File: config.mk
export PLATFORM = sky130hd
export DESIGN_NAME = timer_ch0_compare_event_gen
export DESIGN_NICKNAME = d
export VERILOG_FILES = /design/src/tmr_ch0_pkg.sv /design/src/ch0_oc_prepare.sv /design/src/ch0_value_store.sv /design/src/timer_ch0_compare_event_gen.sv
export SDC_FILE = /design/constraint.sdc
export NUM_CORES = 1
export LEC_CHECK = 0
export ABC_AREA = 1
export CORE_UTILIZATION = 60
export DETAILED_ROUTE_END_ITERATION = 8
export DONT_BUFFER_PORTS = 1
export PLACE_DENSITY = 0.76
export REMOVE_ABC_BUFFERS = 1
export SKIP_CTS_REPAIR_TIMING = 1
export SLEW_MARGIN = 5
export SYNTH_ARGS = -nofsm -noshare
export SYNTH_HDL_FRONTEND = slang
export SYNTH_SLANG_ARGS = --single-unit
File: constraint.sdc
create_clock -name clk -period 3.1 [get_ports clk]
set_input_delay 0.155 -clock clk [delete_from_list [all_inputs] [get_ports clk]]
set_output_delay 0.155 -clock clk [all_outputs]
set_load 0.02 [all_outputs]
File: src/tmr_ch0_pkg.sv
// Constants, encodings and helpers for the channel 0 compare and event block
package tmr_ch0_pkg;

   // Data path widths
   localparam int CNT_W = 16;

   // Register byte offsets
   localparam logic [7:0] OFF_STATUS = 8'h10;
   localparam logic [7:0] OFF_SWEVT  = 8'h14;
   localparam logic [7:0] OFF_MODE   = 8'h18;
   localparam logic [7:0] OFF_CHEN   = 8'h20;
   localparam logic [7:0] OFF_CV     = 8'h34;
   localparam logic [7:0] OFF_PROTECTION_LEVEL   = 8'h44;

   // Field positions
   localparam int ST_IRQ_BIT    = 1;
   localparam int ST_OVC_BIT    = 9;
   localparam int SW_UPD_BIT    = 0;
   localparam int SW_CHEV_BIT   = 1;
   localparam int MODE_IOMS_LSB = 0;
   localparam int MODE_SEN_BIT  = 3;
   localparam int MODE_CTL_LSB  = 4;
   localparam int CHEN_EN_BIT   = 0;
   localparam int CHEN_POL_BIT  = 1;
   localparam int CHEN_NEN_BIT  = 2;
   localparam int CHEN_NPOL_BIT = 3;
   localparam int PROTECTION_LEVEL_LSB      = 8;

   // Reset values
   localparam logic [2:0]       OC_CTL_RST = 3'h0;
   localparam logic [1:0]       IOMS_RST   = 2'h0;
   localparam logic [3:0]       CHEN_RST   = 4'h0;
   localparam logic [1:0]       PROTECTION_LEVEL_RST   = 2'h0;
   localparam logic [CNT_W-1:0] CV_RST     = 16'h0000;

   // Channel I/O mode codes and the locked protection level code
   localparam logic [1:0] IOMS_OUTPUT = 2'h0;
   localparam logic [1:0] IOMS_INPUT  = 2'h1;
   localparam logic [1:0] PROTECTION_LEVEL_LOCKED = 2'h3;

   // Compare output control codes
   localparam logic [2:0] OC_TIMING = 3'h0;
   localparam logic [2:0] OC_SET    = 3'h1;
   localparam logic [2:0] OC_CLEAR  = 3'h2;
   localparam logic [2:0] OC_TOGGLE = 3'h3;
   localparam logic [2:0] OC_FLOW   = 3'h4;
   localparam logic [2:0] OC_FHIGH  = 3'h5;
   localparam logic [2:0] OC_PWM0   = 3'h6;
   localparam logic [2:0] OC_PWM1   = 3'h7;

   // Bus answers
   localparam logic [1:0] RESP_OKAY   = 2'h0;
   localparam logic [1:0] RESP_SLVERR = 2'h2;
   localparam logic [3:0] STRB_FULL   = 4'hf;

   // Bus channel states
   typedef enum logic [1:0] {WR_COLLECT = 2'b01, WR_RESP = 2'b10} wr_state_e;
   typedef enum logic [1:0] {RD_IDLE = 2'b01, RD_RESP = 2'b10} rd_state_e;

   // Word address match
   function automatic logic addr_hit(input logic [7:0] a, input logic [7:0] off);
      return a[7:2] == off[7:2];
   endfunction : addr_hit

endpackage : tmr_ch0_pkg
File: src/ch0_oc_prepare.sv
// Output prepare generator for the compare output control modes
`timescale 1ns/1ps
module ch0_oc_prepare
   import tmr_ch0_pkg::*;
(
   input  wire logic             clk,
   input  wire logic             srst,
   input  wire logic [2:0]       oc_mode,
   input  wire logic             out_mode,
   input  wire logic             dir_down,
   input  wire logic [CNT_W-1:0] cnt,
   input  wire logic [CNT_W-1:0] cv,
   output logic                  match_rise,
   output logic                  oprep
);

   logic       eq_r;
   logic       rel_r;
   logic       dir_r;
   logic [2:0] mode_r;
   logic       rel;
   logic       pwm_chg;

   // Level of either pulse-width mode
   function automatic logic pwm_level(input logic inv, input logic down, input logic r);
      return (down ? !r : r) ^ inv;
   endfunction : pwm_level

   // Below while up, above while down
   assign rel        = dir_down ? (cnt > cv) : (cnt < cv);
   assign match_rise = (cnt == cv) && !eq_r;
   assign pwm_chg    = (mode_r == OC_TIMING) || (rel != rel_r) || (dir_down != dir_r);

   // History for edges and mode entry
   always_ff @(posedge clk)
   begin
      if (srst)
      begin
         eq_r   <= 1'b0;
         rel_r  <= 1'b0;
         dir_r  <= 1'b0;
         mode_r <= OC_CTL_RST;
      end
      else
      begin
         eq_r   <= cnt == cv;
         rel_r  <= rel;
         dir_r  <= dir_down;
         mode_r <= oc_mode;
      end
   end

   // Active-high prepare level
   always_ff @(posedge clk)
   begin
      if (srst)
         oprep <= 1'b0;
      else if (out_mode)
      begin
         unique case (oc_mode)
            OC_TIMING: oprep <= oprep;
            OC_SET:    if (match_rise) oprep <= 1'b1;
            OC_CLEAR:  if (match_rise) oprep <= 1'b0;
            OC_TOGGLE: if (match_rise) oprep <= !oprep;
            OC_FLOW:   oprep <= 1'b0;
            OC_FHIGH:  oprep <= 1'b1;
            OC_PWM0:   if (pwm_chg) oprep <= pwm_level(1'b0, dir_down, rel);
            OC_PWM1:   if (pwm_chg) oprep <= pwm_level(1'b1, dir_down, rel);
         endcase
      end
   end

endmodule : ch0_oc_prepare

File: src/ch0_value_store.sv
// Compare value shadow and active registers with capture load
`timescale 1ns/1ps
module ch0_value_store
   import tmr_ch0_pkg::*;
(
   input  wire logic             clk,
   input  wire logic             srst,
   input  wire logic             wr_en,
   input  wire logic [CNT_W-1:0] wr_data,
   input  wire logic             shadow_en,
   input  wire logic             upd_evt,
   input  wire logic             cap_en,
   input  wire logic [CNT_W-1:0] cap_val,
   output logic      [CNT_W-1:0] active_cv,
   output logic      [CNT_W-1:0] shadow_cv
);

   // Software side copy, also takes captures
   always_ff @(posedge clk)
   begin
      if (srst)
         shadow_cv <= CV_RST;
      else if (cap_en)
         shadow_cv <= cap_val;
      else if (wr_en)
         shadow_cv <= wr_data;
   end

   // Value the comparator uses
   always_ff @(posedge clk)
   begin
      if (srst)
         active_cv <= CV_RST;
      else if (cap_en)
         active_cv <= cap_val;
      else if (wr_en && !shadow_en)
         active_cv <= wr_data;
      else if (upd_evt && shadow_en)
         active_cv <= shadow_cv;
   end

endmodule : ch0_value_store

File: src/timer_ch0_compare_event_gen.sv
// Channel 0 compare and software event block with its AXI4-Lite register slave
//
// Design decision made here: the AXI4-Lite register port.
`timescale 1ns/1ps
module timer_ch0_compare_event_gen
   import tmr_ch0_pkg::*;
(
   input  wire logic             clk,
   input  wire logic             srst,
   input  wire logic [7:0]       s_axi_awaddr,
   input  wire logic             s_axi_awvalid,
   output logic                  s_axi_awready,
   input  wire logic [31:0]      s_axi_wdata,
   input  wire logic [3:0]       s_axi_wstrb,
   input  wire logic             s_axi_wvalid,
   output logic                  s_axi_wready,
   output logic      [1:0]       s_axi_bresp,
   output logic                  s_axi_bvalid,
   input  wire logic             s_axi_bready,
   input  wire logic [7:0]       s_axi_araddr,
   input  wire logic             s_axi_arvalid,
   output logic                  s_axi_arready,
   output logic      [31:0]      s_axi_rdata,
   output logic      [1:0]       s_axi_rresp,
   output logic                  s_axi_rvalid,
   input  wire logic             s_axi_rready,
   input  wire logic [CNT_W-1:0] counter_value,
   input  wire logic             count_dir_down,
   input  wire logic             count_mode_down,
   input  wire logic             hw_update_evt,
   input  wire logic             filtered_edge_in,
   output logic                  counter_clear,
   output logic                  counter_load_reload,
   output logic                  prescaler_clear,
   output logic                  chan_event_pulse,
   output logic                  output_prepare_sig,
   output logic                  chan_output_pin,
   output logic                  chan_compl_output_pin
);

   // Write channel state
   wr_state_e   wr_state_r;
   logic        aw_have_r;
   logic        w_have_r;
   logic [7:0]  wr_addr_r;
   logic [31:0] wr_data_r;
   logic [3:0]  wr_strb_r;
   logic [1:0]  bresp_r;
   logic        wr_do;
   logic        wr_ok;
   logic        wr_mapped;

   // Read channel state
   rd_state_e   rd_state_r;
   logic [31:0] rdata_r;
   logic [1:0]  rresp_r;
   logic        rd_take;
   logic [31:0] rd_word;
   logic        rd_mapped;

   // Register contents
   logic [2:0]  oc_ctl_r;
   logic        shadow_en_r;
   logic [1:0]  ioms_r;
   logic [3:0]  chen_r;
   logic [1:0]  protection_level_r;
   logic        irq_flag_r;
   logic        ovc_flag_r;

   // Register write strobes
   logic        we_status;
   logic        we_swevt;
   logic        we_mode;
   logic        we_chen;
   logic        we_cv;
   logic        we_protection_level;

   // Event pulses, mode decodes and other internal signals
   logic        chev_r;
   logic        upd_r;
   logic        upd_evt;
   logic        in_mode;
   logic        out_mode;
   logic        cap_evt;
   logic        cmp_evt;
   logic        match_rise;
   logic        irq_clr;
   logic        rd_cv_take;
   logic        mode_locked;
   logic        oprep;
   logic [CNT_W-1:0] active_cv;
   logic [CNT_W-1:0] shadow_cv;

   // Write handshakes, address and data taken in either order
   assign s_axi_awready = (wr_state_r == WR_COLLECT) && !aw_have_r;
   assign s_axi_wready  = (wr_state_r == WR_COLLECT) && !w_have_r;
   assign s_axi_bvalid  = wr_state_r == WR_RESP;
   assign s_axi_bresp   = bresp_r;
   assign wr_do         = (wr_state_r == WR_COLLECT) && aw_have_r && w_have_r;

   // Only full-word writes change registers
   assign wr_ok = wr_do && (wr_strb_r == STRB_FULL);

   // Decode of the held write address
   assign wr_mapped = addr_hit(wr_addr_r, OFF_STATUS) || addr_hit(wr_addr_r, OFF_SWEVT)
                      || addr_hit(wr_addr_r, OFF_MODE) || addr_hit(wr_addr_r, OFF_CHEN)
                      || addr_hit(wr_addr_r, OFF_CV) || addr_hit(wr_addr_r, OFF_PROTECTION_LEVEL);
   assign we_status = wr_ok && addr_hit(wr_addr_r, OFF_STATUS);
   assign we_swevt  = wr_ok && addr_hit(wr_addr_r, OFF_SWEVT);
   assign we_mode   = wr_ok && addr_hit(wr_addr_r, OFF_MODE);
   assign we_chen   = wr_ok && addr_hit(wr_addr_r, OFF_CHEN);
   assign we_cv     = wr_ok && addr_hit(wr_addr_r, OFF_CV);
   assign we_protection_level   = wr_ok && addr_hit(wr_addr_r, OFF_PROTECTION_LEVEL);

   // Hold address and data until both are present
   always_ff @(posedge clk)
   begin
      if (srst)
      begin
         aw_have_r <= 1'b0;
         w_have_r  <= 1'b0;
         wr_addr_r <= 8'h00;
         wr_data_r <= 32'h0000_0000;
         wr_strb_r <= 4'h0;
      end
      else if (wr_do)
      begin
         aw_have_r <= 1'b0;
         w_have_r  <= 1'b0;
      end
      else
      begin
         if (s_axi_awvalid && s_axi_awready)
         begin
            aw_have_r <= 1'b1;
            wr_addr_r <= s_axi_awaddr;
         end
         if (s_axi_wvalid && s_axi_wready)
         begin
            w_have_r  <= 1'b1;
            wr_data_r <= s_axi_wdata;
            wr_strb_r <= s_axi_wstrb;
         end
      end
   end

   // Write response sequencing
   always_ff @(posedge clk)
   begin
      if (srst)
      begin
         wr_state_r <= WR_COLLECT;
         bresp_r    <= RESP_OKAY;
      end
      else
      begin
         unique case (wr_state_r)
            WR_COLLECT:
               if (wr_do)
               begin
                  wr_state_r <= WR_RESP;
                  bresp_r    <= wr_mapped ? RESP_OKAY : RESP_SLVERR;
               end
            WR_RESP:
               if (s_axi_bready)
                  wr_state_r <= WR_COLLECT;
            default:
               wr_state_r <= WR_COLLECT;
         endcase
      end
   end

   // Read handshakes
   assign s_axi_arready = rd_state_r == RD_IDLE;
   assign s_axi_rvalid  = rd_state_r == RD_RESP;
   assign s_axi_rdata   = rdata_r;
   assign s_axi_rresp   = rresp_r;
   assign rd_take       = s_axi_arvalid && s_axi_arready;
   assign rd_cv_take    = rd_take && addr_hit(s_axi_araddr, OFF_CV);

   // Read data selection, trigger bits always zero
   always_comb
   begin
      rd_word   = 32'h0000_0000;
      rd_mapped = 1'b1;
      if (addr_hit(s_axi_araddr, OFF_STATUS))
      begin
         rd_word[ST_IRQ_BIT] = irq_flag_r;
         rd_word[ST_OVC_BIT] = ovc_flag_r;
      end
      else if (addr_hit(s_axi_araddr, OFF_SWEVT))
         rd_word = 32'h0000_0000;
      else if (addr_hit(s_axi_araddr, OFF_MODE))
      begin
         rd_word[MODE_CTL_LSB +: 3]  = oc_ctl_r;
         rd_word[MODE_SEN_BIT]       = shadow_en_r;
         rd_word[MODE_IOMS_LSB +: 2] = ioms_r;
      end
      else if (addr_hit(s_axi_araddr, OFF_CHEN))
         rd_word[3:0] = chen_r;
      else if (addr_hit(s_axi_araddr, OFF_CV))
         rd_word[CNT_W-1:0] = shadow_cv;
      else if (addr_hit(s_axi_araddr, OFF_PROTECTION_LEVEL))
         rd_word[PROTECTION_LEVEL_LSB +: 2] = protection_level_r;
      else
         rd_mapped = 1'b0;
   end

   // Read response sequencing
   always_ff @(posedge clk)
   begin
      if (srst)
      begin
         rd_state_r <= RD_IDLE;
         rdata_r    <= 32'h0000_0000;
         rresp_r    <= RESP_OKAY;
      end
      else
      begin
         unique case (rd_state_r)
            RD_IDLE:
               if (rd_take)
               begin
                  rd_state_r <= RD_RESP;
                  rdata_r    <= rd_word;
                  rresp_r    <= rd_mapped ? RESP_OKAY : RESP_SLVERR;
               end
            RD_RESP:
               if (s_axi_rready)
                  rd_state_r <= RD_IDLE;
            default:
               rd_state_r <= RD_IDLE;
         endcase
      end
   end

   // Channel mode decode
   assign out_mode    = ioms_r == IOMS_OUTPUT;
   assign in_mode     = ioms_r == IOMS_INPUT;
   assign mode_locked = (protection_level_r == PROTECTION_LEVEL_LOCKED) && out_mode;

   // Channel mode register with write locks
   always_ff @(posedge clk)
   begin
      if (srst)
      begin
         oc_ctl_r    <= OC_CTL_RST;
         shadow_en_r <= 1'b0;
         ioms_r      <= IOMS_RST;
      end
      else if (we_mode)
      begin
         if (!mode_locked)
         begin
            oc_ctl_r    <= wr_data_r[MODE_CTL_LSB +: 3];
            shadow_en_r <= wr_data_r[MODE_SEN_BIT];
         end
         if (!chen_r[CHEN_EN_BIT])
            ioms_r <= wr_data_r[MODE_IOMS_LSB +: 2];
      end
   end

   // Channel enable and protection registers
   always_ff @(posedge clk)
   begin
      if (srst)
      begin
         chen_r <= CHEN_RST;
         protection_level_r <= PROTECTION_LEVEL_RST;
      end
      else
      begin
         if (we_chen)
            chen_r <= wr_data_r[3:0];
         if (we_protection_level)
            protection_level_r <= wr_data_r[PROTECTION_LEVEL_LSB +: 2];
      end
   end

   // Software triggers act once, then drop back to zero
   always_ff @(posedge clk)
   begin
      if (srst)
      begin
         chev_r              <= 1'b0;
         upd_r               <= 1'b0;
         counter_clear       <= 1'b0;
         counter_load_reload <= 1'b0;
         prescaler_clear     <= 1'b0;
      end
      else
      begin
         chev_r              <= we_swevt && wr_data_r[SW_CHEV_BIT];
         upd_r               <= we_swevt && wr_data_r[SW_UPD_BIT];
         counter_clear       <= we_swevt && wr_data_r[SW_UPD_BIT] && !count_mode_down;
         counter_load_reload <= we_swevt && wr_data_r[SW_UPD_BIT] && count_mode_down;
         prescaler_clear     <= we_swevt && wr_data_r[SW_UPD_BIT];
      end
   end

   // Capture and compare events
   assign upd_evt = upd_r || hw_update_evt;
   assign cap_evt = in_mode && (chev_r || (filtered_edge_in && chen_r[CHEN_EN_BIT]));
   assign cmp_evt = out_mode && (chev_r || match_rise);

   // Flag clear by software zero write or by value read in input mode
   assign irq_clr = (we_status && !wr_data_r[ST_IRQ_BIT]) || (rd_cv_take && in_mode);

   // Channel flag, a set beats a clear in the same cycle
   always_ff @(posedge clk)
   begin
      if (srst)
         irq_flag_r <= 1'b0;
      else if (cap_evt || cmp_evt)
         irq_flag_r <= 1'b1;
      else if (irq_clr)
         irq_flag_r <= 1'b0;
   end

   // Over-capture flag
   always_ff @(posedge clk)
   begin
      if (srst)
         ovc_flag_r <= 1'b0;
      else if (cap_evt && irq_flag_r)
         ovc_flag_r <= 1'b1;
      else if (we_status && !wr_data_r[ST_OVC_BIT])
         ovc_flag_r <= 1'b0;
   end

   // Request pulse toward interrupt and DMA logic
   always_ff @(posedge clk)
   begin
      if (srst)
         chan_event_pulse <= 1'b0;
      else
         chan_event_pulse <= cap_evt || cmp_evt;
   end

   // Compare value with optional shadow
   ch0_value_store u_value
   (
      .clk       (clk),
      .srst      (srst),
      .wr_en     (we_cv),
      .wr_data   (wr_data_r[CNT_W-1:0]),
      .shadow_en (shadow_en_r),
      .upd_evt   (upd_evt),
      .cap_en    (cap_evt),
      .cap_val   (counter_value),
      .active_cv (active_cv),
      .shadow_cv (shadow_cv)
   );

   // Output prepare generation
   ch0_oc_prepare u_prepare
   (
      .clk        (clk),
      .srst       (srst),
      .oc_mode    (oc_ctl_r),
      .out_mode   (out_mode),
      .dir_down   (count_dir_down),
      .cnt        (counter_value),
      .cv         (active_cv),
      .match_rise (match_rise),
      .oprep      (oprep)
   );

   assign output_prepare_sig = oprep;

   // Pin levels from active-high prepare and polarity bits
   always_ff @(posedge clk)
   begin
      if (srst)
      begin
         chan_output_pin       <= 1'b0;
         chan_compl_output_pin <= 1'b0;
      end
      else
      begin
         chan_output_pin       <= chen_r[CHEN_EN_BIT] && (oprep ^ chen_r[CHEN_POL_BIT]);
         chan_compl_output_pin <= chen_r[CHEN_NEN_BIT]
                                  && (!oprep ^ chen_r[CHEN_NPOL_BIT]);
      end
   end

endmodule : timer_ch0_compare_event_gen

Word level (Yosys, flattened, before mapping)
Cells that the tools add are included.
- $add $sub $neg: 0
- multipliers: 0
- divide/modulo/power cells: 0
- $lt $le $gt $ge: 2
- equal/unequal tests: 38
- shift operators: 0
- mux-type cells: 47
- bitwise operators: 7
- reductions and logical operators: 70
- operator list (cell ; count):
    $mux W16 ; 6
    $eq A6 B3 Y1 const B ; 6
    $logic_and A1 B1 Y1 ; 32
    $eq A6 B4 Y1 const B ; 4
    $mux W1 ; 21
    $mux W2 ; 9
    $eq A16 B16 Y1 ; 1
    $gt A16 B16 Y1 ; 1
    $lt A16 B16 Y1 ; 1
    $reduce_and A2 Y1 ; 8
    $eq A3 B3 Y1 const B ; 4
    $eq A6 B5 Y1 const B ; 2
    $logic_or A1 B1 Y1 ; 12
    $mux W12 ; 1
    $mux W6 ; 2
    $ne A2 B1 Y1 const B ; 5
    $logic_not A1 Y1 ; 9
    $mux W9 ; 1
    $mux W4 ; 2
    $mux W8 ; 1
    $ne A2 B2 Y1 const B ; 4
    $pmux W2 S2 ; 2
    $mux W7 ; 1
    $pmux W1 S7 ; 1
    other kinds (14) ; 28
- bits in registers: 130
- bits in latches: 0
- bits in writable memories: 0
- memory bits (read-only): 0
- bits of input ports: 79
- output and inout bits: 48
- logic and storage cells: 195
- memories: 0

Longest topological paths before layout
Gate-level depths: netlist (run 1).
- depth in word-level cells: 9
- depth in mapped cells: 18
- depth with buffers taken out: 18

Modules after synthesis
A second synthesis (run 1) with hierarchy kept.
- cell total of the unflattened synthesis: 901
- area, all modules: 5884.4 um^2
- modules (own cells, without submodules) (module ; instances ; cells each ; area each (um^2) ; sequential area each (um^2)):
    timer_ch0_compare_event_gen ; 1 ; 458 ; 3164.3 ; 1421.4
    ch0_value_store ; 1 ; 317 ; 1916.8 ; 640.6
    ch0_oc_prepare ; 1 ; 126 ; 803.3 ; 140.1

Worst setup path before layout (run 1)
OpenSTA, ideal clock, no wires.
- kind: register to register
- start point: reg u_value.active_cv[15]
- end point: reg u_prepare.oprep
- library setup time: 0.115 ns
- arrival time: 1.670 ns
- data required time: 2.985 ns
- path slack: 1.314 ns
- cell stages (with the launch flop): 16
- path buffers: 0
- period minus slack after synthesis: 1.786 ns
- cells stage by stage: dfxtp_1 inv_1 ha_1 nand2_1 nor2_1 nand2_1 inv_1 nand2_1 nor2_1 inv_1 nor2_1 o21ai_0 a21boi_0 nand3_1 nand2_1 nor2_1
- word-level cells in the longest chain between the ends: 7
- elaborated cells between the ends (all ways): 20
- classes of those cells: order compare (2); eq/ne (7); mux (5); bitwise (1); reduce/logical (5)
- ends and longest elaborated chain (element ; line ; text):
    start, declared ; ch0_value_store.sv:14 ; output logic [CNT_W-1:0] active_cv,
    start signal, assigned ; ch0_value_store.sv:35 ; active_cv <= cap_val;
    start signal, assigned ; ch0_value_store.sv:37 ; active_cv <= wr_data;
    start signal, assigned ; ch0_value_store.sv:39 ; active_cv <= shadow_cv;
    $lt A16 B16 Y1 or $gt A16 B16 Y1 (tied branches) ; ch0_oc_prepare.sv:30 ; assign rel = dir_down ? (cnt > cv) : (cnt < cv);
    $mux W1 ; ch0_oc_prepare.sv:30 ;
    $ne A1 B1 Y1 or $logic_not A1 Y1 (tied branches) ; ch0_oc_prepare.sv:32, ch0_oc_prepare.sv:26 ;
    $logic_or A1 B1 Y1 or $mux W1 (tied branches) ; ch0_oc_prepare.sv:32, ch0_oc_prepare.sv:26 ;
    $logic_or A1 B1 Y1 or $not A1 Y1 (tied branches) ; -- ;
    $ne A2 B1 Y1 (no source line) or $mux W1 (tied branches) ; -- ;
    $reduce_and A7 Y1 (no source line) or $pmux W1 S7 (tied branches) ; -- ;
    end signal, assigned ; ch0_oc_prepare.sv:61 ; OC_TIMING: oprep <= oprep;
    end signal, assigned ; ch0_oc_prepare.sv:64 ; OC_TOGGLE: if (match_rise) oprep <= !oprep;
    end signal, assigned ; ch0_oc_prepare.sv:67 ; OC_PWM0: if (pwm_chg) oprep <= pwm_level(1'b0, dir_down, rel);
    end, declared ; ch0_oc_prepare.sv:14 ; output logic oprep
Several ways; a longest one is shown, not always the timed one. The select of a mux whose other input is x is not followed.
A chain may end at the register's enable or synchronous reset.

Worst setup path in the final report (run 1)
- start point: reg rd_state_r[0]
- end point: reg irq_flag_r
- word-level cells in the longest chain between the ends: 6
- ends and longest elaborated chain (element ; line ; text):
    start, declared ; timer_ch0_compare_event_gen.sv:54 ; rd_state_e rd_state_r;
    start signal, assigned ; timer_ch0_compare_event_gen.sv:214 ; rd_state_r <= RD_IDLE;
    start signal, assigned ; timer_ch0_compare_event_gen.sv:224 ; rd_state_r <= RD_RESP;
    start signal, assigned ; timer_ch0_compare_event_gen.sv:230 ; rd_state_r <= RD_IDLE;
    $eq A2 B1 Y1 ; timer_ch0_compare_event_gen.sv:174 ; assign s_axi_arready = rd_state_r == RD_IDLE;
    via s_axi_arready ; timer_ch0_compare_event_gen.sv:22 ; output logic s_axi_arready,
    $logic_and A1 B1 Y1 ; timer_ch0_compare_event_gen.sv:178 ; assign rd_take = s_axi_arvalid && s_axi_arready;
    $logic_and A1 B1 Y1 ; timer_ch0_compare_event_gen.sv:179 ; assign rd_cv_take = rd_take && addr_hit(s_axi_araddr, OFF_CV);
    $logic_and A1 B1 Y1 ; timer_ch0_compare_event_gen.sv:307 ; assign irq_clr = (we_status && !wr_data_r[ST_IRQ_BIT]) || (rd_cv_take && in_mode);
    $logic_or A1 B1 Y1 ; timer_ch0_compare_event_gen.sv:307 ;
    $reduce_bool A2 Y1 (no source line) ; -- ;
    end signal, assigned ; timer_ch0_compare_event_gen.sv:313 ; irq_flag_r <= 1'b0;
    end signal, assigned ; timer_ch0_compare_event_gen.sv:315 ; irq_flag_r <= 1'b1;
    end signal, assigned ; timer_ch0_compare_event_gen.sv:317 ; irq_flag_r <= 1'b0;
    end, declared ; timer_ch0_compare_event_gen.sv:67 ; logic irq_flag_r;
The timed path passes the listed nets, and every way through them passes these cells.

==> flow_metrics.env, run 1 <==
export IMPL_route_antenna_remaining_nets=0
export IMPL_crit_path_end_kind="register"
export IMPL_die_y_um=94.6
export IMPL_clk_latency_ns=0.37
export IMPL_hold_viol=21
export IMPL_diodes=0
export IMPL_grt_pass1_vias=4261
export IMPL_yosys_warnings=0
export IMPL_crit_type="reg -> reg"
export IMPL_antenna_found_initial=0
export IMPL_maxCapViolations=0
export IMPL_clk_pin_slew_ns=0.10
export IMPL_syn_area_um2=5140
export IMPL_die_area_um2=8950
export IMPL_nets=803
export IMPL_final_max_slew_viol_count=0
export IMPL_fp_dieW_um=94.6
export IMPL_yosysUniqueCellTypes=43
export IMPL_async_flop_share=0
export IMPL_internal_power_mw=1.85
export IMPL_dp_slack_ns=0.847
export IMPL_cp_max_fo=19
export IMPL_drt_pre_antenna_iters=5
export IMPL_crit_slowest_cell="nand2_1"
export IMPL_tightest_slew_ns=0.797
export IMPL_drt_iter0_drc=283
export IMPL_powerDensity_nw_per_um2=460
export IMPL_path_delay_family="simple AND/OR/NAND/NOR gates"
export IMPL_wl_um=12500
export IMPL_cp_cell_sequence="inv_1 > nor2_1 > nand2_1 > inv_1 > nand3_1 > nand3_1 > a21oi_1"
export IMPL_swShare=0.278
export IMPL_leakagePower_nw=2.21
export IMPL_grtUsageTotal=0.277
export IMPL_critPathArrivalTime_ns=2.60
export IMPL_final_instance_count_excl_fill=818
export IMPL_hold_slack_ns=-0.0341
export IMPL_hpwlAfterDp_um=8320
export IMPL_cts_root_buffer="clkbuf_8"
export IMPL_cts_tree="done"
export IMPL_synthFlopType="dfxtp_1"
export IMPL_wire_per_inst_um=15.3
export IMPL_setup_violations=0
export IMPL_overflow=0
export IMPL_hold_class="in -> reg"
export IMPL_vias=4657
export IMPL_switchingPower_mw=0.711
export IMPL_gp_congestion=0.909
export IMPL_initial_utilization=0.623
export IMPL_setup_tns_ns=0
export IMPL_grt_pass1_wl_um=19500
export IMPL_start_kind="register"
export IMPL_finalWorstSetupSlack_ns=0.745
export IMPL_cts_buffers=9
export IMPL_layout_drive_gt1_share=0.0561
export IMPL_clockBufferDepth=2
export IMPL_drcViolationCount=0
export IMPL_min_period_over_period=0.760
export IMPL_core_um2=8260
export IMPL_status="complete, but fails checks"
export IMPL_fin_util=0.674
export IMPL_port_buffers=0
export IMPL_area_growth_pct=8.22
export IMPL_period_needed_ns=2.35
export IMPL_peakVddDrop_mv=0.279
export IMPL_cpPeakStageDelay_ns=0.61
export IMPL_synth_edf_count=0
export IMPL_grt_start_max_net_pins=48
export IMPL_fin_worst_skew_ns=0.0166
export IMPL_place_inst=775
export IMPL_netlist_instances=695
export IMPL_viasPerCell=5.69
export IMPL_rows=33
export IMPL_cts_num_sinks=110
export IMPL_cp_num_buf_inv=2
export IMPL_clock_fmax_ghz=0.425
export IMPL_syn_avg_cell_area_um2=7.40
export IMPL_ys_seq_elements=110
export IMPL_clock_power_share=0.310
export IMPL_max_slew_margin=0.467
export IMPL_finalPower_mw=2.56
export IMPL_violations="negative hold slack"
export IMPL_cts_max_level=3
export IMPL_pwr_share_seq=0.580
export IMPL_ys_seq_area_frac=0.428
export IMPL_cp_required_ns=3.35
export IMPL_combPwrFrac=0.110
export IMPL_ioPinCount=127
export IMPL_rsz0062_at_grt="false"
final timing paths:
path / cells past startpoint / slack [ns] / from / endpoint
min reg2reg: 2 / 0.46 / wr_data_r[10]$_SDFFE_PP0P_ / wr_data_r[10]$_SDFFE_PP0P_
max reg2reg: 7 / 0.75 / rd_state_r[0]$_SDFFE_PP1P_ / irq_flag_r$_SDFFE_PP0P_
max: 7 / 0.75 / rd_state_r[0]$_SDFFE_PP1P_ / irq_flag_r$_SDFFE_PP0P_
min: 2 / -0.03 / s_axi_wstrb[3] / wr_strb_r[3]$_SDFFE_PP0P_
cell usage after synthesis (2+ instances only):
library cell | count | area, um^2
a211oi_1 | 13 | 97.6
a21oi_1 | 97 | 485
a31oi_1 | 6 | 37.5
buf_2 | 5 | 25.0
buf_4 | 19 | 143
clkbuf_1 | 21 | 78.8
dfxtp_1 | 110 | 2200
ha_1 | 16 | 200
inv_1 | 80 | 300
inv_2 | 6 | 22.5
nand2_1 | 88 | 330
nand2_2 | 2 | 12.5
nand3_1 | 16 | 80.1
nand4_1 | 3 | 18.8
nor2_1 | 84 | 315
nor2_4 | 2 | 22.5
nor3_1 | 6 | 30.0
nor4_1 | 2 | 12.5
o211ai_1 | 3 | 22.5
o21ai_0 | 70 | 350
o21ai_1 | 8 | 40.0
o22ai_1 | 16 | 100
o31ai_1 | 2 | 15.0
logic make-up after synthesis:
family                   Yosys count  synth area share
XOR/XNOR                           1           0.00170
AO/OA/AOI/OAI                    223             0.237
buffers and inverters            133             0.114
AND/OR/NAND/NOR                  211             0.180
flip-flops                       110             0.428
other                              1          0.000729
adder cells (fa/ha/maj)           16            0.0389
power groups by stage:
stage	Combinational, mW	Clock [mW]	Sequential, mW
6_report	0.282	0.793	1.49
3_3_place_gp	0.233	0	1.52
3_5_place_dp	0.243	0	1.52
5_1_grt	0.319	0.858	1.49
4_1_cts	0.243	0.796	1.49
2_1_floorplan	0.192	0	1.51
sequential cells by signal (all words and copies together), names as in the netlist, 2 cells and up:
name and cells:
wr_addr_r 6, rd_state_r 2, protection_level_r 2, wr_data_r 16
wr_strb_r 4, ioms_r 2, u_value.active_cv 16, s_axi_rdata 16
oc_ctl_r 3, u_prepare.mode_r 3, wr_state_r 2, u_value.shadow_cv 16
chen_r 4
area by class of cell:
type | count | area, um^2
Tap cell | 105 | 131
Inverter | 87 | 328
Sequential cell | 110 | 2200
Clock inverter | 6 | 47.5
Clock buffer | 10 | 128
Fill cell | 714 | 2690
Timing Repair Buffer | 31 | 310
Multi-Input combinational cell | 469 | 2420
cells in the final DEF (no fill, tap or decap), types with 4 or more instances in the layout:
master         count
o22ai_1           16
a211oi_1          13
nand3_1           16
conb_1            18
ha_1              16
dfxtp_1          110
a31oi_1            6
nand2_1           88
o21ai_0           70
clkbuf_8           9
dlygate4sd3_1     26
nor2_1            84
nor3_1             6
inv_1             79
inv_2              6
buf_4              4
o21ai_1            8
a21oi_1           97
metal layers:
metal	GRT usage	routed length [um]	vias up
met5	0	0	-
met3	0.0531	860	17
met4	0.109	192	0
met2	0.469	6010	145
met1	0.348	5460	2185
li1	-	-	2310
worst reg2reg max path, stage by stage, from the launching register on:
cell and delay, ns:
dfxtp_1 0.37, inv_1 0.06, nor2_1 0.36, nand2_1 0.61, inv_1 0.52, nand3_1 0.13
nand3_1 0.13, a21oi_1 0.06
per-stage QoR:
stage	cell area (um^2)	hold slack, ns
after floorplan	4950	0.224
after global placement	5110	0.229
after detailed placement	5110	0.231
after CTS	5290	-0.162
after global routing	5570	0.000630
final	5570	-0.0341
(Power assumes the default switching activity.)
==> run 2, diff against run 1 <==
- CORE_UTILIZATION: 60 -> 57
- PLACE_DENSITY: 0.76 -> 0.75
- clock period: 3.1 -> 2 ns (I/O delays scaled with it)
==> flow_metrics.env, run 2 (synthesis results as in run 1) <==
export IMPL_status="complete, but fails checks"
export IMPL_violations="negative hold slack"
export IMPL_route_antenna_remaining_nets=0
export IMPL_cts_num_sinks=110
export IMPL_drcViolationCount=0
export IMPL_cts_max_level=3
export IMPL_internal_power_mw=3.11
export IMPL_tightest_slew_ns=0.588
export IMPL_rows=34
export IMPL_nets=839
export IMPL_max_slew_margin=0.606
export IMPL_critPathArrivalTime_ns=2.27
export IMPL_finalPower_mw=4.21
export IMPL_cp_max_fo=3
export IMPL_overflow=0
export IMPL_initial_utilization=0.590
export IMPL_ioPinCount=127
export IMPL_combPwrFrac=0.123
export IMPL_grtUsageTotal=0.256
export IMPL_pwr_share_seq=0.547
export IMPL_fp_dieW_um=97.0
export IMPL_endpoint="u_prepare.oprep$_SDFFE_PP0P_"
export IMPL_vias=4867
export IMPL_clock_fmax_ghz=0.512
export IMPL_final_common_cell="dfxtp_1"
export IMPL_wire_per_inst_um=15.5
export IMPL_clk_pin_slew_ns=0.10
export IMPL_seqCellArea_um2=2210
export IMPL_layout_drive_gt1_share=0.111
export IMPL_reg2reg_to="u_prepare.oprep$_SDFFE_PP0P_"
export IMPL_detailed_place_area_um2=5220
export IMPL_clockBufferDepth=2
export IMPL_powerDensity_nw_per_um2=693
export IMPL_fin_util=0.697
export IMPL_die_y_um=97.0
export IMPL_leakagePower_nw=2.40
export IMPL_gp_congestion=0.894
export IMPL_hold_class="in -> reg"
export IMPL_die_area_um2=9410
export IMPL_design_area_um2=6080
export IMPL_start_kind="register"
export IMPL_antenna_found_initial=0
export IMPL_hold_slack_ns=-0.0536
export IMPL_peakVddDrop_mv=0.422
export IMPL_clock_power_share=0.331
export IMPL_crit_path_end_kind="register"
export IMPL_crit_start="u_value.active_cv[13]$_SDFFE_PP0P_"
export IMPL_wl_um=13300
export IMPL_nFillCells=711
export IMPL_drt_pre_antenna_iters=5
export IMPL_viasPerCell=5.68
export IMPL_rsz0062_at_grt="true"
export IMPL_reg2reg_slack_ns=0.05
export IMPL_cts_buffers=9
export IMPL_min_period_over_period=0.977
export IMPL_setup_violations=0
export IMPL_hold_viol=2
export IMPL_multi_input_area_um2=2540
export IMPL_cp_required_ns=2.31
export IMPL_period_needed_ns=1.95
export IMPL_swShare=0.261
export IMPL_hold_path_depth=2
export IMPL_cts_root_buffer="clkbuf_8"
export IMPL_drt_iter0_drc=330
export IMPL_area_growth_pct=18.2
export IMPL_fin_worst_skew_ns=0.0105
export IMPL_grt_pass1_vias=4208
export IMPL_grt_start_max_net_pins=52
export IMPL_maxCapViolations=0
export IMPL_switchingPower_mw=1.10
export IMPL_hpwlAfterDp_um=8610
export IMPL_core_um2=8720
export IMPL_grt_pass1_wl_um=19500
export IMPL_clk_latency_ns=0.37
export IMPL_rr_startpoint="u_value.active_cv[13]$_SDFFE_PP0P_"
export IMPL_cts_tree="done"
export IMPL_diodes=0
export IMPL_port_buffers=0
export IMPL_mostFrequentLayoutCells="dfxtp_1, a21oi_1, nand2_1"
export IMPL_final_max_slew_viol_count=0
export IMPL_ff2ff_path_depth=17
export IMPL_crit_type="reg -> reg"
==> run 2: worst min-delay path by stage <==
| stage | endpoint | slack, ns | startpoint |
|---|---|---|---|
| finish | wr_data_r[2]$_SDFFE_PP0P_ | -0.05 | s_axi_wdata[2] |
| global route | wr_data_r[2]$_SDFFE_PP0P_ | -0.03 | s_axi_wdata[2] |
| floorplan | irq_flag_r$_SDFFE_PP0P_ | 0.17 | srst |
| detailed placement | s_axi_rdata[13]$_SDFFE_PP0P_ | 0.18 | srst |
| CTS | s_axi_rdata[13]$_SDFFE_PP0P_ | -0.23 | srst |
| global placement | counter_clear$_SDFF_PP0_ | 0.17 | count_mode_down |
==> run 2: cell type report <==
| type | instances | share of cell area |
|---|---|---|
| clock buffers | 12 | 0.0255 |
| clock inverters | 4 | 0.00886 |
| inverters | 87 | 0.0540 |
| multi-input cells | 469 | 0.419 |
| flip-flops and latches | 110 | 0.364 |
| well taps | 108 | 0.0222 |
| repair buffers | 67 | 0.107 |
==> run 2: layer usage <==
layer / vias to the layer above / track usage / part of all wire
met2: 202 / 0.432 / 0.50
met1: 2266 / 0.321 / 0.40
li1: 2377 / - / -
met3: 22 / 0.0527 / 0.080
met4: 0 / 0.0987 / 0.019
met5: - / 0 / 0
==> run 2: power groups by stage <==
stage                     clock [mW]  sequential (mW)  combinational [mW]
after floorplan                    0             2.34               0.298
after global placement             0             2.35               0.383
after detailed placement           0             2.35               0.395
after CTS                       1.42             2.30               0.398
after global routing            1.50             2.31               0.573
final                           1.39             2.30               0.517
==> run 2: worst max-delay path, cell delays in order, from the launching register on <==
cell     delay, ns
dfxtp_2       0.35
inv_2         0.05
ha_4          0.26
nand2_2       0.07
nor2_2        0.13
nand2_1       0.08
inv_2         0.06
nand2_2       0.06
nor2_4        0.11
buf_4         0.12
nor2_1        0.04
nand2_1       0.10
nand2_1       0.06
nand2_1       0.08
nand3_2       0.09
nand3_2       0.09
nand2_1       0.05
nor2_1        0.10
==> run 2: metrics by stage <==
step,setup TNS (ns),std cells,hold slack (ns),worst slack (ns)
floorplan,0,666,0.169,0.189
global placement,0,791,0.173,0.0669
detailed placement,-0.00236,791,0.177,-0.00236
CTS,-0.0458,807,-0.230,-0.0458
global route,-0.0717,857,-0.0269,-0.0717
finish,0,857,-0.0536,0.0460
==> run 3, diff against run 2 <==
- CTS_CLUSTER_SIZE: unset -> 14
- GPL_TIMING_DRIVEN: unset -> 0
==> flow_metrics.env, run 3 (synthesis results as in run 1) <==
export IMPL_status="complete, but fails checks"
export IMPL_violations="negative hold slack"
export IMPL_cts_tree="done"
export IMPL_maxCapViolations=0
export IMPL_overflow=0
export IMPL_setup_violations=0
export IMPL_die_area_um2=9410
export IMPL_grtUsageTotal=0.251
export IMPL_drcViolationCount=0
export IMPL_setup_tns_ns=0
export IMPL_layout_drive_gt1_share=0.114
export IMPL_cp_required_ns=2.26
export IMPL_die_y_um=97.0
export IMPL_cts_buffers=9
export IMPL_rows=34
export IMPL_hold_slack_ns=-0.0679
export IMPL_hold_viol=2
export IMPL_route_antenna_remaining_nets=0
export IMPL_grt_pass1_vias=4076
export IMPL_initial_utilization=0.590
export IMPL_peakVddDrop_mv=0.390
export IMPL_period_needed_ns=1.90
export IMPL_crit_slowest_cell="dfxtp_2"
export IMPL_viasPerCell=5.66
export IMPL_clk_latency_ns=0.37
export IMPL_rr_startpoint="u_value.active_cv[13]$_SDFFE_PP0P_"
export IMPL_vias=4825
export IMPL_reg2reg_to="u_prepare.oprep$_SDFFE_PP0P_"
export IMPL_clk_pin_slew_ns=0.11
export IMPL_fp_dieW_um=97.0
export IMPL_clock_fmax_ghz=0.527
export IMPL_max_slew_margin=0.585
export IMPL_ioPinCount=127
export IMPL_tightest_slew_ns=0.619
export IMPL_top_usage_layer="met2"
export IMPL_met2_usage=0.428
export IMPL_grt_pass1_wl_um=19300
export IMPL_drt_pre_antenna_iters=5
export IMPL_reg2reg_slack_ns=0.10
export IMPL_grt_start_max_net_pins=47
export IMPL_hold_class="in -> reg"
export IMPL_cts_max_level=3
export IMPL_powerDensity_nw_per_um2=692
export IMPL_fin_worst_skew_ns=0.0158
export IMPL_area_growth_pct=18.0
export IMPL_worstHoldStart="s_axi_wdata[2]"
export IMPL_nets=834
export IMPL_hpwlAfterDp_um=8110
export IMPL_mostFrequentLayoutCells="dfxtp_1, a21oi_1, nand2_1"
export IMPL_final_common_cell="dfxtp_1"
export IMPL_cpPeakStageDelay_ns=0.35
export IMPL_diodes=0
export IMPL_crit_path_end_kind="register"
export IMPL_wl_um=13000
export IMPL_drt_iter0_drc=396
export IMPL_wire_per_inst_um=15.2
export IMPL_port_buffers=0
export IMPL_cp_cell_sequence="inv_1 > ha_4 > nand2_4 > nor2_4 > nand2_2 > inv_2 > nand2_2 > nor2_4 > inv_2 > nor2_2 > o21ai_1 > a21boi_1 > nand3_1 > nand2_1 > nor2_1"
export IMPL_leakagePower_nw=2.37
export IMPL_worstHoldEndpoint="wr_data_r[2]$_SDFFE_PP0P_"
export IMPL_cp_max_fo=3
export IMPL_clockBufferDepth=2
export IMPL_grtUsageMet3=0.0520
export IMPL_cts_num_sinks=110
export IMPL_cts_root_buffer="clkbuf_8"
export IMPL_fin_util=0.696
export IMPL_critPathArrivalTime_ns=2.15
export IMPL_gp_congestion=0.922
export IMPL_core_um2=8720
export IMPL_ff2ff_path_depth=15
export IMPL_min_period_over_period=0.948
export IMPL_start_kind="register"
export IMPL_crit_type="reg -> reg"
export IMPL_use_met1=0.317
export IMPL_antenna_found_initial=0
export IMPL_final_max_slew_viol_count=0
export IMPL_hold_path_depth=2
-- run 3: area by class of cell --
cell class | instances | area [um^2]
Inverter | 87 | 342
Fill cell | 722 | 2660
Tap cell | 108 | 135
Clock inverter | 6 | 68.8
Multi-Input combinational cell | 469 | 2550
Clock buffer | 10 | 138
Timing Repair inverter | 1 | 7.51
Timing Repair Buffer | 61 | 613
Sequential cell | 110 | 2210
-- run 3: worst max path at each step --
| stage | from | endpoint | slack, ns | depth (start not counted) |
|---|---|---|---|---|
| floorplan | rd_state_r[0]$_SDFFE_PP1P_ | s_axi_rdata[10]$_SDFFE_PP0P_ | 0.19 | 6 |
| global placement | rd_state_r[0]$_SDFFE_PP1P_ | s_axi_rdata[11]$_SDFFE_PP0P_ | -0.57 | 6 |
| detailed placement | rd_state_r[0]$_SDFFE_PP1P_ | s_axi_rdata[11]$_SDFFE_PP0P_ | -0.64 | 6 |
| CTS | rd_state_r[0]$_SDFFE_PP1P_ | s_axi_rdata[11]$_SDFFE_PP0P_ | -0.69 | 6 |
| global route | u_value.active_cv[13]$_SDFFE_PP0P_ | u_prepare.oprep$_SDFFE_PP0P_ | -0.07 | 15 |
| finish | u_value.active_cv[13]$_SDFFE_PP0P_ | u_prepare.oprep$_SDFFE_PP0P_ | 0.10 | 15 |
-- run 3: report_power, final --
group | switching, mW | internal [mW] | leakage (nW)
Combinational | 0.320 | 0.179 | 1.37
Clock | 0.771 | 0.624 | 0.103
Sequential | 0.0400 | 2.26 | 0.898
Total | 1.13 | 3.06 | 2.37
-- run 3: metal layers --
layer / vias to the layer above / wire length, um / part of all wire
met3: 21 / 796 / 0.061
met1: 2246 / 5760 / 0.44
met5: - / 0 / 0
met4: 0 / 207 / 0.016
met2: 182 / 6220 / 0.48
li1: 2376 / - / -
-- run 3: metrics by stage --
step	hold slack [ns]	setup WS, ns	area (um^2)	instances	total power [mW]
3_5_place_dp	0.177	-0.639	5100	775	2.73
5_1_grt	0.00437	-0.0650	6070	852	4.36
3_3_place_gp	0.173	-0.572	5080	774	2.71
6_report	-0.0679	0.103	6070	852	4.20
2_1_floorplan	0.169	0.189	4950	666	2.64
4_1_cts	-0.221	-0.688	5310	791	4.08
-- run 3: worst max-delay path, delay by kind of cell, from the launching register on --
kind                       cells  cell delay [ns]
buffers and inverters          3             0.19
adders and majority gates      1             0.28
DFF                            1             0.35
AOI/OAI and AO/OA              2             0.25
and+or+nand+nor                9             0.71
